### src/verilog/spm_map.svh
// Register offsets, field positions and reset values of the pin mux block.
// Assumes byte addresses on a 32-bit AXI4-Lite bus, one word per register.
`ifndef SPM_MAP_SVH
`define SPM_MAP_SVH

// ----------------------------------------------------------------
// Register offsets
// ----------------------------------------------------------------
`define SPM_OFF_GP_EN   5'h00
`define SPM_OFF_GP_DIR  5'h04
`define SPM_OFF_GP_OUT  5'h08
`define SPM_OFF_GP_IN   5'h0c
`define SPM_OFF_STRAP   5'h10

// ----------------------------------------------------------------
// Reset values and field positions
// ----------------------------------------------------------------
`define SPM_GP_EN_RST   16'h0000
`define SPM_GP_DIR_RST  16'h0000
`define SPM_GP_OUT_RST  16'h0000
`define SPM_GP_DIV4     1
`define SPM_GP_DIV6     2
`define SPM_GP_SP2CK    8
`define SPM_GP_UP_LO    9
`define SPM_GP_UP_HI    15
`define SPM_ST_WIDE     0
`define SPM_ST_ATM      1
`define SPM_ST_PCI      2
`define SPM_RESP_OKAY   2'h0
`define SPM_RESP_SLVERR 2'h2

`endif

### src/verilog/spm_pkg.sv
// Types shared by the pin mux block.
// Assumes nothing beyond a SystemVerilog compiler.
`default_nettype none

package spm_pkg;
	typedef logic [31:0] spm_word_t;
	typedef logic [15:0] spm_gpio_t;
	typedef logic [4:0]  spm_addr_t;

	// Strap levels caught at reset release
	typedef struct packed {
		logic pci;
		logic atm;
		logic wide;
	} spm_strap_s;

	typedef enum logic {
		spm_rd_idle,
		spm_rd_busy
	} spm_rd_e;
endpackage : spm_pkg

`default_nettype wire

### src/verilog/spm_reg_if.sv
// Simple register access carrier between bus slave and register file.
// Assumes one access per cycle, read data valid in the cycle of rd.
`default_nettype none

interface spm_reg_if;
	logic               wr;
	logic               rd;
	spm_pkg::spm_addr_t addr;
	spm_pkg::spm_word_t wdata;
	logic [3:0]         wstrb;
	spm_pkg::spm_word_t rdata;
	logic               err;

	modport bus  (output wr, rd, addr, wdata, wstrb, input rdata, err);
	modport regs (input wr, rd, addr, wdata, wstrb, output rdata, err);
endinterface : spm_reg_if

`default_nettype wire

### src/verilog/spm_strap_latch.sv
// Catches the strap levels once, at the first edge after reset release.
// Assumes strap pins are steady around reset release.
`default_nettype none

module spm_strap_latch (
	input  wire logic           clk,
	input  wire logic           rst_n,
	input  wire logic           host_width_strap_pin,
	input  wire logic           atm_strap_pin,
	input  wire logic           pci_strap_pin,
	output var  spm_pkg::spm_strap_s strap,
	output logic                captured
);
	// Defaults until capture: narrow host port, serial port, no PCI
	always_ff @(posedge clk or negedge rst_n) begin
		if (!rst_n) begin
			strap    <= '0;
			captured <= 1'b0;
		end else if (!captured) begin
			strap.wide <= host_width_strap_pin;
			strap.atm  <= atm_strap_pin;
			strap.pci  <= pci_strap_pin;
			captured   <= 1'b1;
		end
	end

	property p_hold;
		@(posedge clk) disable iff (!rst_n)
		captured |=> $stable(strap) && captured;
	endproperty
	chk_strap_held: assert property (p_hold) else $error("strap changed after capture");
endmodule : spm_strap_latch

`default_nettype wire

### src/verilog/spm_axil_slave.sv
// AXI4-Lite slave that turns bus transfers into register accesses.
// Assumes the register file answers in the cycle of the access.
`default_nettype none
`include "spm_map.svh"

module spm_axil_slave (
	input  wire logic         clk,
	input  wire logic         rst_n,
	input  wire logic [4:0]   awaddr,
	input  wire logic         awvalid,
	output logic              awready,
	input  wire logic [31:0]  wdata,
	input  wire logic [3:0]   wstrb,
	input  wire logic         wvalid,
	output logic              wready,
	output logic [1:0]        bresp,
	output logic              bvalid,
	input  wire logic         bready,
	input  wire logic [4:0]   araddr,
	input  wire logic         arvalid,
	output logic              arready,
	output logic [31:0]       rdata,
	output logic [1:0]        rresp,
	output logic              rvalid,
	input  wire logic         rready,
	spm_reg_if.bus            rif
);
	spm_pkg::spm_addr_t aw_addr_ff;
	spm_pkg::spm_addr_t ar_addr_ff;
	spm_pkg::spm_word_t w_data_ff;
	logic [3:0]         w_strb_ff;
	spm_pkg::spm_rd_e   rd_st_ff;

	// Reads take the port first; a waiting write slips one cycle
	assign rif.rd    = (rd_st_ff == spm_pkg::spm_rd_busy);
	assign rif.wr    = !awready && !wready && !bvalid && !rif.rd;
	assign rif.addr  = rif.rd ? ar_addr_ff : aw_addr_ff;
	assign rif.wdata = w_data_ff;
	assign rif.wstrb = w_strb_ff;

	always_ff @(posedge clk or negedge rst_n) begin
		if (!rst_n) begin
			awready    <= 1'b1;
			aw_addr_ff <= 5'h00;
		end else if (awvalid && awready) begin
			awready    <= 1'b0;
			aw_addr_ff <= {awaddr[4:2], 2'h0};
		end else if (bvalid && bready) begin
			awready <= 1'b1;
		end
	end

	always_ff @(posedge clk or negedge rst_n) begin
		if (!rst_n) begin
			wready    <= 1'b1;
			w_data_ff <= 32'h0000_0000;
			w_strb_ff <= 4'h0;
		end else if (wvalid && wready) begin
			wready    <= 1'b0;
			w_data_ff <= wdata;
			w_strb_ff <= wstrb;
		end else if (bvalid && bready) begin
			wready <= 1'b1;
		end
	end

	always_ff @(posedge clk or negedge rst_n) begin
		if (!rst_n) begin
			bvalid <= 1'b0;
			bresp  <= `SPM_RESP_OKAY;
		end else if (rif.wr) begin
			bvalid <= 1'b1;
			bresp  <= rif.err ? `SPM_RESP_SLVERR : `SPM_RESP_OKAY;
		end else if (bready) begin
			bvalid <= 1'b0;
		end
	end

	always_ff @(posedge clk or negedge rst_n) begin
		if (!rst_n) begin
			arready    <= 1'b1;
			ar_addr_ff <= 5'h00;
			rd_st_ff   <= spm_pkg::spm_rd_idle;
			rvalid     <= 1'b0;
			rdata      <= 32'h0000_0000;
			rresp      <= `SPM_RESP_OKAY;
		end else begin
			case (rd_st_ff)
				spm_pkg::spm_rd_idle: begin
					if (arvalid && arready) begin
						arready    <= 1'b0;
						ar_addr_ff <= {araddr[4:2], 2'h0};
						rd_st_ff   <= spm_pkg::spm_rd_busy;
					end else if (rvalid && rready) begin
						rvalid  <= 1'b0;
						arready <= 1'b1;
					end
				end
				spm_pkg::spm_rd_busy: begin
					rvalid   <= 1'b1;
					rdata    <= rif.rdata;
					rresp    <= rif.err ? `SPM_RESP_SLVERR : `SPM_RESP_OKAY;
					rd_st_ff <= spm_pkg::spm_rd_idle;
				end
				default: rd_st_ff <= spm_pkg::spm_rd_idle;
			endcase
		end
	end
endmodule : spm_axil_slave

`default_nettype wire

### src/verilog/spm_pin_mux.sv
// Pin-function mux: strap-fixed host/PCI and serial/ATM groups, and
// software-steered clock-output pins and GPIO. Registers over AXI4-Lite.
// Assumes pins and peripherals are synchronous to clk; pads resolve oe.
//
// Function
// - Narrow strap: 16-bit host, upper pins tristated
// - Wide strap: host uses all 32 pins
// - Strap-chosen pins fixed until next reset
// - One owner per strap-chosen group
// - Software pins switch any time by writes
// - Reset: clock outputs, serial clock, enables cleared
// - Enable bit hands pin to GPIO
// - Direction 0 input, 1 driven output
// - Upper GPIO only with PCI strap low
// - Default: shared pins serve serial port one
// - ATM takes pins only with strap high
// - ATM strap high: serial-only pins tristated
// - Host port default; PCI only if strapped
// - Disabled function's own pins tristated
//
// Our own choices: the register offsets and register access over AXI4-Lite.
`default_nettype none
`include "spm_map.svh"

module spm_pin_mux (
	input  wire logic         clk,
	input  wire logic         rst_n,
	// AXI4-Lite register port
	input  wire logic [4:0]   s_awaddr,
	input  wire logic         s_awvalid,
	output logic              s_awready,
	input  wire logic [31:0]  s_wdata,
	input  wire logic [3:0]   s_wstrb,
	input  wire logic         s_wvalid,
	output logic              s_wready,
	output logic [1:0]        s_bresp,
	output logic              s_bvalid,
	input  wire logic         s_bready,
	input  wire logic [4:0]   s_araddr,
	input  wire logic         s_arvalid,
	output logic              s_arready,
	output logic [31:0]       s_rdata,
	output logic [1:0]        s_rresp,
	output logic              s_rvalid,
	input  wire logic         s_rready,
	// Strap pins
	input  wire logic         host_width_strap_pin,
	input  wire logic         atm_strap_pin,
	input  wire logic         pci_strap_pin,
	output logic              host_port_width_select,
	// Host data bus pins, shared with PCI address/data
	input  wire logic [31:0]  host_data_bus_i,
	output logic [31:0]       host_data_bus_o,
	output logic [31:0]       host_data_bus_oe,
	input  wire logic [31:0]  hpi_dout,
	input  wire logic         hpi_doe,
	output logic [31:0]       hpi_din,
	input  wire logic [31:0]  pci_ad_out,
	input  wire logic         pci_ad_oe,
	output logic [31:0]       pci_ad_in,
	// Serial port one / ATM shared pins and standalone pins
	input  wire logic [3:0]   shared_pin_i,
	output logic [3:0]        shared_pin_o,
	output logic [3:0]        shared_pin_oe,
	input  wire logic [3:0]   sp1_out,
	input  wire logic [3:0]   sp1_oe,
	output logic [3:0]        sp1_in,
	input  wire logic [3:0]   atm_out,
	input  wire logic [3:0]   atm_oe,
	output logic [3:0]        atm_in,
	output logic [1:0]        sp1_solo_o,
	output logic [1:0]        sp1_solo_oe,
	input  wire logic [1:0]   sp1_solo_out,
	output logic [1:0]        atm_solo_o,
	output logic [1:0]        atm_solo_oe,
	input  wire logic [1:0]   atm_solo_out,
	output logic [1:0]        pci_solo_o,
	output logic [1:0]        pci_solo_oe,
	input  wire logic [1:0]   pci_solo_out,
	// GPIO pins and their default functions
	input  wire logic [15:0]  gpio_pin_i,
	output logic [15:0]       gpio_pin_o,
	output logic [15:0]       gpio_pin_oe,
	input  wire logic         cpu_div4_clock_output,
	input  wire logic         cpu_div6_clock_output,
	output logic              serial_port2_ext_clock_input,
	input  wire logic [15:9]  pci_gp_out,
	input  wire logic [15:9]  pci_gp_oe,
	output logic [15:9]       pci_gp_in
);
	spm_reg_if           rif ();
	spm_pkg::spm_strap_s strap;
	logic                captured;
	spm_pkg::spm_gpio_t  gp_en_ff;
	spm_pkg::spm_gpio_t  gp_dir_ff;
	spm_pkg::spm_gpio_t  gp_out_ff;
	spm_pkg::spm_gpio_t  gp_in_ff;
	spm_pkg::spm_gpio_t  gp_own;
	spm_pkg::spm_gpio_t  nxt_gp_o;
	spm_pkg::spm_gpio_t  nxt_gp_oe;

	// Lanes merge a byte-enabled write into a 16-bit register
	function automatic spm_pkg::spm_gpio_t merge16(input spm_pkg::spm_gpio_t old,
		input spm_pkg::spm_word_t wd, input logic [3:0] be);
		merge16 = old;
		if (be[0]) merge16[7:0]  = wd[7:0];
		if (be[1]) merge16[15:8] = wd[15:8];
	endfunction : merge16

	// ----------------------------------------------------------------
	// Bus slave and strap capture
	// ----------------------------------------------------------------
	spm_axil_slave u_bus (
		.clk     (clk),
		.rst_n   (rst_n),
		.awaddr  (s_awaddr),
		.awvalid (s_awvalid),
		.awready (s_awready),
		.wdata   (s_wdata),
		.wstrb   (s_wstrb),
		.wvalid  (s_wvalid),
		.wready  (s_wready),
		.bresp   (s_bresp),
		.bvalid  (s_bvalid),
		.bready  (s_bready),
		.araddr  (s_araddr),
		.arvalid (s_arvalid),
		.arready (s_arready),
		.rdata   (s_rdata),
		.rresp   (s_rresp),
		.rvalid  (s_rvalid),
		.rready  (s_rready),
		.rif     (rif)
	);

	spm_strap_latch u_strap (
		.clk                  (clk),
		.rst_n                (rst_n),
		.host_width_strap_pin (host_width_strap_pin),
		.atm_strap_pin        (atm_strap_pin),
		.pci_strap_pin        (pci_strap_pin),
		.strap                (strap),
		.captured             (captured)
	);

	// ----------------------------------------------------------------
	// Registers
	// ----------------------------------------------------------------
	always_comb begin
		rif.err   = 1'b0;
		rif.rdata = 32'h0000_0000;
		case (rif.addr)
			`SPM_OFF_GP_EN:  rif.rdata = {16'h0000, gp_en_ff};
			`SPM_OFF_GP_DIR: rif.rdata = {16'h0000, gp_dir_ff};
			`SPM_OFF_GP_OUT: rif.rdata = {16'h0000, gp_out_ff};
			`SPM_OFF_GP_IN:  rif.rdata = {16'h0000, gp_in_ff};
			`SPM_OFF_STRAP:  rif.rdata = {29'h0000_0000, strap};
			default:         rif.err   = 1'b1;
		endcase
	end

	// Writable at any time; no reset needed to switch a pin
	always_ff @(posedge clk or negedge rst_n) begin
		if (!rst_n) begin
			gp_en_ff  <= `SPM_GP_EN_RST;
			gp_dir_ff <= `SPM_GP_DIR_RST;
			gp_out_ff <= `SPM_GP_OUT_RST;
		end else if (rif.wr) begin
			case (rif.addr)
				`SPM_OFF_GP_EN:  gp_en_ff  <= merge16(gp_en_ff, rif.wdata, rif.wstrb);
				`SPM_OFF_GP_DIR: gp_dir_ff <= merge16(gp_dir_ff, rif.wdata, rif.wstrb);
				`SPM_OFF_GP_OUT: gp_out_ff <= merge16(gp_out_ff, rif.wdata, rif.wstrb);
				default:         gp_en_ff  <= gp_en_ff;
			endcase
		end
	end

	// ----------------------------------------------------------------
	// Host port / PCI data pins
	// ----------------------------------------------------------------
	always_ff @(posedge clk or negedge rst_n) begin
		if (!rst_n) begin
			host_data_bus_o        <= 32'h0000_0000;
			host_data_bus_oe       <= 32'h0000_0000;
			hpi_din                <= 32'h0000_0000;
			pci_ad_in              <= 32'h0000_0000;
			host_port_width_select <= 1'b0;
		end else begin
			host_port_width_select <= strap.wide;
			if (strap.pci) begin
				host_data_bus_o  <= pci_ad_out;
				host_data_bus_oe <= {32{pci_ad_oe}};
				pci_ad_in        <= host_data_bus_i;
				hpi_din          <= 32'h0000_0000;
			end else if (strap.wide) begin
				host_data_bus_o  <= hpi_dout;
				host_data_bus_oe <= {32{hpi_doe}};
				hpi_din          <= host_data_bus_i;
				pci_ad_in        <= 32'h0000_0000;
			end else begin
				// Upper half is reserved and left floating
				host_data_bus_o  <= {16'h0000, hpi_dout[15:0]};
				host_data_bus_oe <= {16'h0000, {16{hpi_doe}}};
				hpi_din          <= {16'h0000, host_data_bus_i[15:0]};
				pci_ad_in        <= 32'h0000_0000;
			end
		end
	end

	always_ff @(posedge clk or negedge rst_n) begin
		if (!rst_n) begin
			pci_solo_o  <= 2'h0;
			pci_solo_oe <= 2'h0;
		end else begin
			pci_solo_o  <= strap.pci ? pci_solo_out : 2'h0;
			pci_solo_oe <= strap.pci ? 2'h3 : 2'h0;
		end
	end

	// ----------------------------------------------------------------
	// Serial port one / ATM pins
	// ----------------------------------------------------------------
	always_ff @(posedge clk or negedge rst_n) begin
		if (!rst_n) begin
			shared_pin_o  <= 4'h0;
			shared_pin_oe <= 4'h0;
			sp1_in        <= 4'h0;
			atm_in        <= 4'h0;
		end else if (strap.atm) begin
			shared_pin_o  <= atm_out;
			shared_pin_oe <= atm_oe;
			atm_in        <= shared_pin_i;
			sp1_in        <= 4'h0;
		end else begin
			shared_pin_o  <= sp1_out;
			shared_pin_oe <= sp1_oe;
			sp1_in        <= shared_pin_i;
			atm_in        <= 4'h0;
		end
	end

	always_ff @(posedge clk or negedge rst_n) begin
		if (!rst_n) begin
			sp1_solo_o  <= 2'h0;
			sp1_solo_oe <= 2'h0;
			atm_solo_o  <= 2'h0;
			atm_solo_oe <= 2'h0;
		end else begin
			sp1_solo_o  <= strap.atm ? 2'h0 : sp1_solo_out;
			sp1_solo_oe <= strap.atm ? 2'h0 : 2'h3;
			atm_solo_o  <= strap.atm ? atm_solo_out : 2'h0;
			atm_solo_oe <= strap.atm ? 2'h3 : 2'h0;
		end
	end

	// ----------------------------------------------------------------
	// GPIO pins
	// ----------------------------------------------------------------
	always_comb begin
		gp_own = gp_en_ff;
		if (strap.pci) begin
			gp_own[`SPM_GP_UP_HI:`SPM_GP_UP_LO] = 7'h00;
		end
		nxt_gp_o  = 16'h0000;
		nxt_gp_oe = 16'h0000;
		// Default functions first; direction bits unused here
		nxt_gp_o[`SPM_GP_DIV4]  = cpu_div4_clock_output;
		nxt_gp_oe[`SPM_GP_DIV4] = 1'b1;
		nxt_gp_o[`SPM_GP_DIV6]  = cpu_div6_clock_output;
		nxt_gp_oe[`SPM_GP_DIV6] = 1'b1;
		if (strap.pci) begin
			nxt_gp_o[`SPM_GP_UP_HI:`SPM_GP_UP_LO]  = pci_gp_out;
			nxt_gp_oe[`SPM_GP_UP_HI:`SPM_GP_UP_LO] = pci_gp_oe;
		end
		for (int i = 0; i < 16; i++) begin
			if (gp_own[i]) begin
				nxt_gp_o[i]  = gp_out_ff[i];
				nxt_gp_oe[i] = gp_dir_ff[i];
			end
		end
	end

	always_ff @(posedge clk or negedge rst_n) begin
		if (!rst_n) begin
			gpio_pin_o                   <= 16'h0000;
			gpio_pin_oe                  <= 16'h0000;
			gp_in_ff                     <= 16'h0000;
			serial_port2_ext_clock_input <= 1'b0;
			pci_gp_in                    <= 7'h00;
		end else begin
			gpio_pin_o  <= nxt_gp_o;
			gpio_pin_oe <= nxt_gp_oe;
			gp_in_ff    <= gpio_pin_i & gp_own;
			serial_port2_ext_clock_input <= gp_own[`SPM_GP_SP2CK] ? 1'b0
				: gpio_pin_i[`SPM_GP_SP2CK];
			pci_gp_in   <= strap.pci ? gpio_pin_i[`SPM_GP_UP_HI:`SPM_GP_UP_LO] : 7'h00;
		end
	end

	// ----------------------------------------------------------------
	// Checks
	// ----------------------------------------------------------------
	chk_narrow_upper_hiz: assert property (@(posedge clk) disable iff (!rst_n)
		!strap.pci && !strap.wide |=> host_data_bus_oe[31:16] == 16'h0000)
		else $error("upper host pins driven in narrow mode");

	chk_wide_all_pins: assert property (@(posedge clk) disable iff (!rst_n)
		!strap.pci && strap.wide && hpi_doe |=> host_data_bus_oe == 32'hffff_ffff)
		else $error("wide host port not driving all pins");

	chk_host_pci_owner: assert property (@(posedge clk) disable iff (!rst_n)
		strap.pci |=> host_data_bus_o == $past(pci_ad_out) && hpi_din == 32'h0000_0000)
		else $error("pci strap set but host port owns pins");

	chk_shared_one_owner: assert property (@(posedge clk) disable iff (!rst_n)
		1'b1 |=> ($past(strap.atm) ? sp1_in : atm_in) == 4'h0)
		else $error("both peripherals see shared pins");

	chk_serial_default: assert property (@(posedge clk) disable iff (!rst_n)
		rst_n && !strap.atm
		|=> shared_pin_o == $past(sp1_out) && shared_pin_oe == $past(sp1_oe))
		else $error("shared pins not serving serial port");

	chk_atm_solo_state: assert property (@(posedge clk) disable iff (!rst_n)
		strap.atm |=> sp1_solo_oe == 2'h0 && atm_solo_oe == 2'h3)
		else $error("serial-only pins driven with atm strap");

	chk_solo_hiz: assert property (@(posedge clk) disable iff (!rst_n)
		!strap.atm && !strap.pci |=> atm_solo_oe == 2'h0 && pci_solo_oe == 2'h0)
		else $error("disabled function pins driven");

	chk_gp_default_clk: assert property (@(posedge clk) disable iff (!rst_n)
		rst_n && !gp_en_ff[`SPM_GP_DIV4] |=> gpio_pin_oe[`SPM_GP_DIV4]
			&& gpio_pin_o[`SPM_GP_DIV4] == $past(cpu_div4_clock_output))
		else $error("div4 pin lost default function");

	chk_gp_direction: assert property (@(posedge clk) disable iff (!rst_n)
		gp_own[`SPM_GP_DIV4] |=> gpio_pin_oe[`SPM_GP_DIV4] == $past(gp_dir_ff[`SPM_GP_DIV4]))
		else $error("gpio direction not applied");

	chk_upper_pci_lock: assert property (@(posedge clk) disable iff (!rst_n)
		strap.pci |=> gpio_pin_oe[15:9] == $past(pci_gp_oe))
		else $error("upper gpio taken while pci strapped");

	chk_gp_reset_clear: assert property (@(posedge clk)
		$rose(rst_n) |-> gp_en_ff == 16'h0000 && gp_dir_ff == 16'h0000)
		else $error("gpio enables not clear after reset");

	chk_en_write_takes: assert property (@(posedge clk) disable iff (!rst_n)
		rif.wr && rif.addr == `SPM_OFF_GP_EN && rif.wstrb == 4'hf
		|=> gp_en_ff == $past(rif.wdata[15:0]))
		else $error("enable write not applied");

	chk_width_follows: assert property (@(posedge clk) disable iff (!rst_n)
		captured |=> host_port_width_select == $past(strap.wide))
		else $error("width select not following strap");
endmodule : spm_pin_mux

`default_nettype wire

### config.mk
export PLATFORM = sky130hd
export DESIGN_NAME = spm_pin_mux
export DESIGN_NICKNAME = d
export VERILOG_FILES = /design/src/verilog/spm_pkg.sv /design/src/verilog/spm_reg_if.sv /design/src/verilog/spm_strap_latch.sv /design/src/verilog/spm_axil_slave.sv /design/src/verilog/spm_pin_mux.sv
export VERILOG_INCLUDE_DIRS = /design/src /design/src/verilog
export SDC_FILE = /design/constraint.sdc
export NUM_CORES = 1
export LEC_CHECK = 0
export BUFFER_PORTS_ARGS = -buffer_cell sky130_fd_sc_hd__buf_2
export CAP_MARGIN = 25
export CORE_ASPECT_RATIO = 1.5
export CORE_MARGIN = 8
export CORE_UTILIZATION = 30
export CTS_CLUSTER_DIAMETER = 120
export DETAILED_ROUTE_END_ITERATION = 7
export GPL_ROUTABILITY_DRIVEN = 0
export PLACE_DENSITY = 0.5
export SETUP_SLACK_MARGIN = 0.15
export SYNTH_ARGS = -nofsm -noshare
export SYNTH_HDL_FRONTEND = slang
export SYNTH_HIERARCHICAL = 1
export SYNTH_SLANG_ARGS = --single-unit
### constraint.sdc
create_clock -name clk -period 3.3 [get_ports clk]
set_input_delay 0.33 -clock clk [delete_from_list [all_inputs] [get_ports clk]]
set_output_delay 0.33 -clock clk [all_outputs]
set_load 0.005 [all_outputs]
==> results.cfg <==
[outcome]
status = finished, final reports clean

[setup_path]
r2r_cells = 4
criticalPathCategory = reg2reg
critPathMaxFanout = 8
endpoint_kind = register
cp-start-kind = register
crit_path_cell_trace = mux2_1, or4_1, nor2_8, mux2_2
crit_family = simple AND/OR/NAND/NOR gates
r2r-end = gp_dir_ff[7]
rr_startpoint = u_bus/rif.rd
required_ps = 3740
cp_data_arrival_time_ps = 2990
slowest_delay_ps = 850
crit_slowest_cell = or4_1
r2r_setup_slack_ps = 750
path_buf_inv = 0

[logic_synthesis]
syn_area_um2 = 11300
syn_inst = 781
syn-mean-instance-area_um2 = 14.47
yosysWarnings = 6

[route]
wl_um = 35050
drt_iter0_markers = 376
vias_per_cell = 4.261
firstDrtPassIters = 4
vias = 7973
drc_errors = 0
ant_nets = 0
wl_per_cell_um = 18.74

[clock_network]
clkTransAtPathRegs_ps = 60
numCtsBuffers = 30
htree_levels = 1
cts_tree = done
postCtsSetupBuffers = 0
clkSinkCount = 296
cts-root-buf = clkbuf_16
clockBufferDepth = 3
clk_latency_ps = 560

[die]
dieArea_um2 = 44260
io_pins = 450
placementRows = 87
initial_core_util_pct = 30.26
die_y_um = 253.7
die_x_um = 174.5
design.core.area_um2 = 37340

[global_routing]
grt_pass1_wl_um = 53740
grt_max_degree = 95
grtUsageMet1_pct = 16.61
grt_overflow = 0
use_met3_pct = 3.330
top_usage_layer = met2
grt_util_met2_pct = 29.95
grt_pass1_vias = 8945
antenna_found_initial = 1
grt.total_usage_pct = 15.52

[sta]
post-route-period-util_pct = 77.21
setup_violations = 0
worstMarginPinSlew_ps = 923.3
clock_skew_ps = 10.21
setup_tns_ps = 0
clock.fmax_ghz = 0.3925
post-route-min-period_ps = 2548
rsz0062_at_grt = false
hold_viol = 0
slew_headroom_pct = 38.45
finalMaxSlewViolations = 0

[place]
dpl_cell_area_um2 = 13810
hpwl_um = 25300
port-buffer-count = 425

[pwr]
ir_drop_mv = 0.4815
p_leak_nw = 8.558
power_mw = 9.486
power-per-cell-area_nw_per_um2 = 579.2

[hold_path]
min_path_type = in2reg
min-delay-start = pci_ad_out[20]
hold-path-endpoint = host_data_bus_o[20]
min_path_cells = 2

[run]
max_cap_viol_count = 0

[final_layout]
fin_nets = 1575
area_growth_pct = 44.96
drive_gt1_share_pct = 43.99
antenna_cells = 0
design_area_um2 = 16380
## sequential cells by signal, summed over array words and instances, names as in the netlist, 3 cells and up
register,count
host_data_bus_o,32
hpi_din,32
pci_ad_in,32
u_bus/rdata,32
gp_dir_ff,16
gp_en_ff,16
gp_in_ff,16
gp_out_ff,16
gpio_pin_o,16
gpio_pin_oe,16
u_bus/rif.wdata,16
pci_gp_in,7
atm_in,4
shared_pin_o,4
shared_pin_oe,4
sp1_in,4
u_bus/ar_addr_ff,3
u_bus/aw_addr_ff,3
u_strap/strap,3
## metal layers
layer	share of wire (%)	vias to the layer above
met5	0	-
met4	2.1	0
met3	6.0	42
met2	55	247
met1	36	3940
li1	-	3744
## cell usage in the layout, fill, tap and decap left out, drive strengths merged
master	count
a21bo	1
a21o	2
a22o	17
and2	86
and3b	6
buf	440
bufinv	1
clkbuf	43
clkinv	6
clkinvlp	1
conb	21
dfrtp	293
dfstp	3
dlygate4sd3	165
inv	4
mux2	138
mux2i	34
nand2	37
nand2b	3
nand3	5
nand3b	2
nand4	2
nor2	7
nor2b	25
nor3	3
nor4	2
o21a	1
o21ai	15
o221ai	3
o22ai	13
or3	2
or4	1
## repair_timing
item                      4_1_cts  5_1_grt
gates resized for setup         0        0
hold buffers                  165        0
hold endpoints to repair      248        0
## worst max-delay path by stage
stage / startpoint / end / slack [ps] / cells after the start
6_report: u_bus/rif.rd / gp_dir_ff[7] / 750 / 4
5_1_grt: u_bus/rif.rd / u_bus/rdata[0] / 620 / 5
4_1_cts: u_bus/rif.rd / gp_dir_ff[7] / 710 / 4
3_5_place_dp: u_bus/rif.rd / gp_dir_ff[7] / 720 / 4
3_3_place_gp: u_bus/rif.rd / gp_dir_ff[5] / 740 / 4
2_1_floorplan: u_bus/rif.rd / gp_dir_ff[10] / 780 / 8
## layout make-up
class,count,area [um2]
Fill cell,3496,20960
Sequential cell,296,7416
Timing Repair Buffer,605,3939
Multi-Input combinational cell,426,3480
Clock buffer,43,850.8
Tap cell,489,611.8
Clock inverter,8,67.56
Inverter,4,15.01
## where the power goes
group          switching, mW  leakage (nW)  internal [mW]
clock                   1.40         0.452           1.85
sequential             0.359          3.84           4.10
combinational          0.800          4.27          0.976
total                   2.56          8.56           6.93
## stage by stage
stage / cells / hold WS [ps] / util, % / worst slack (ps)
after floorplan: 799 / 34.41 / - / 775.9
after global placement: 1655 / 381.4 / 36.99 / 741.9
after detailed placement: 1655 / 387.6 / 36.99 / 721.3
after CTS: 1871 / 0.4338 / 43.87 / 714.0
after global routing: 1871 / 1.030 / 43.87 / 623.8
final: 1871 / 30.79 / 43.87 / 752.1
No activity file was read; power rests on OpenSTA's default activity.
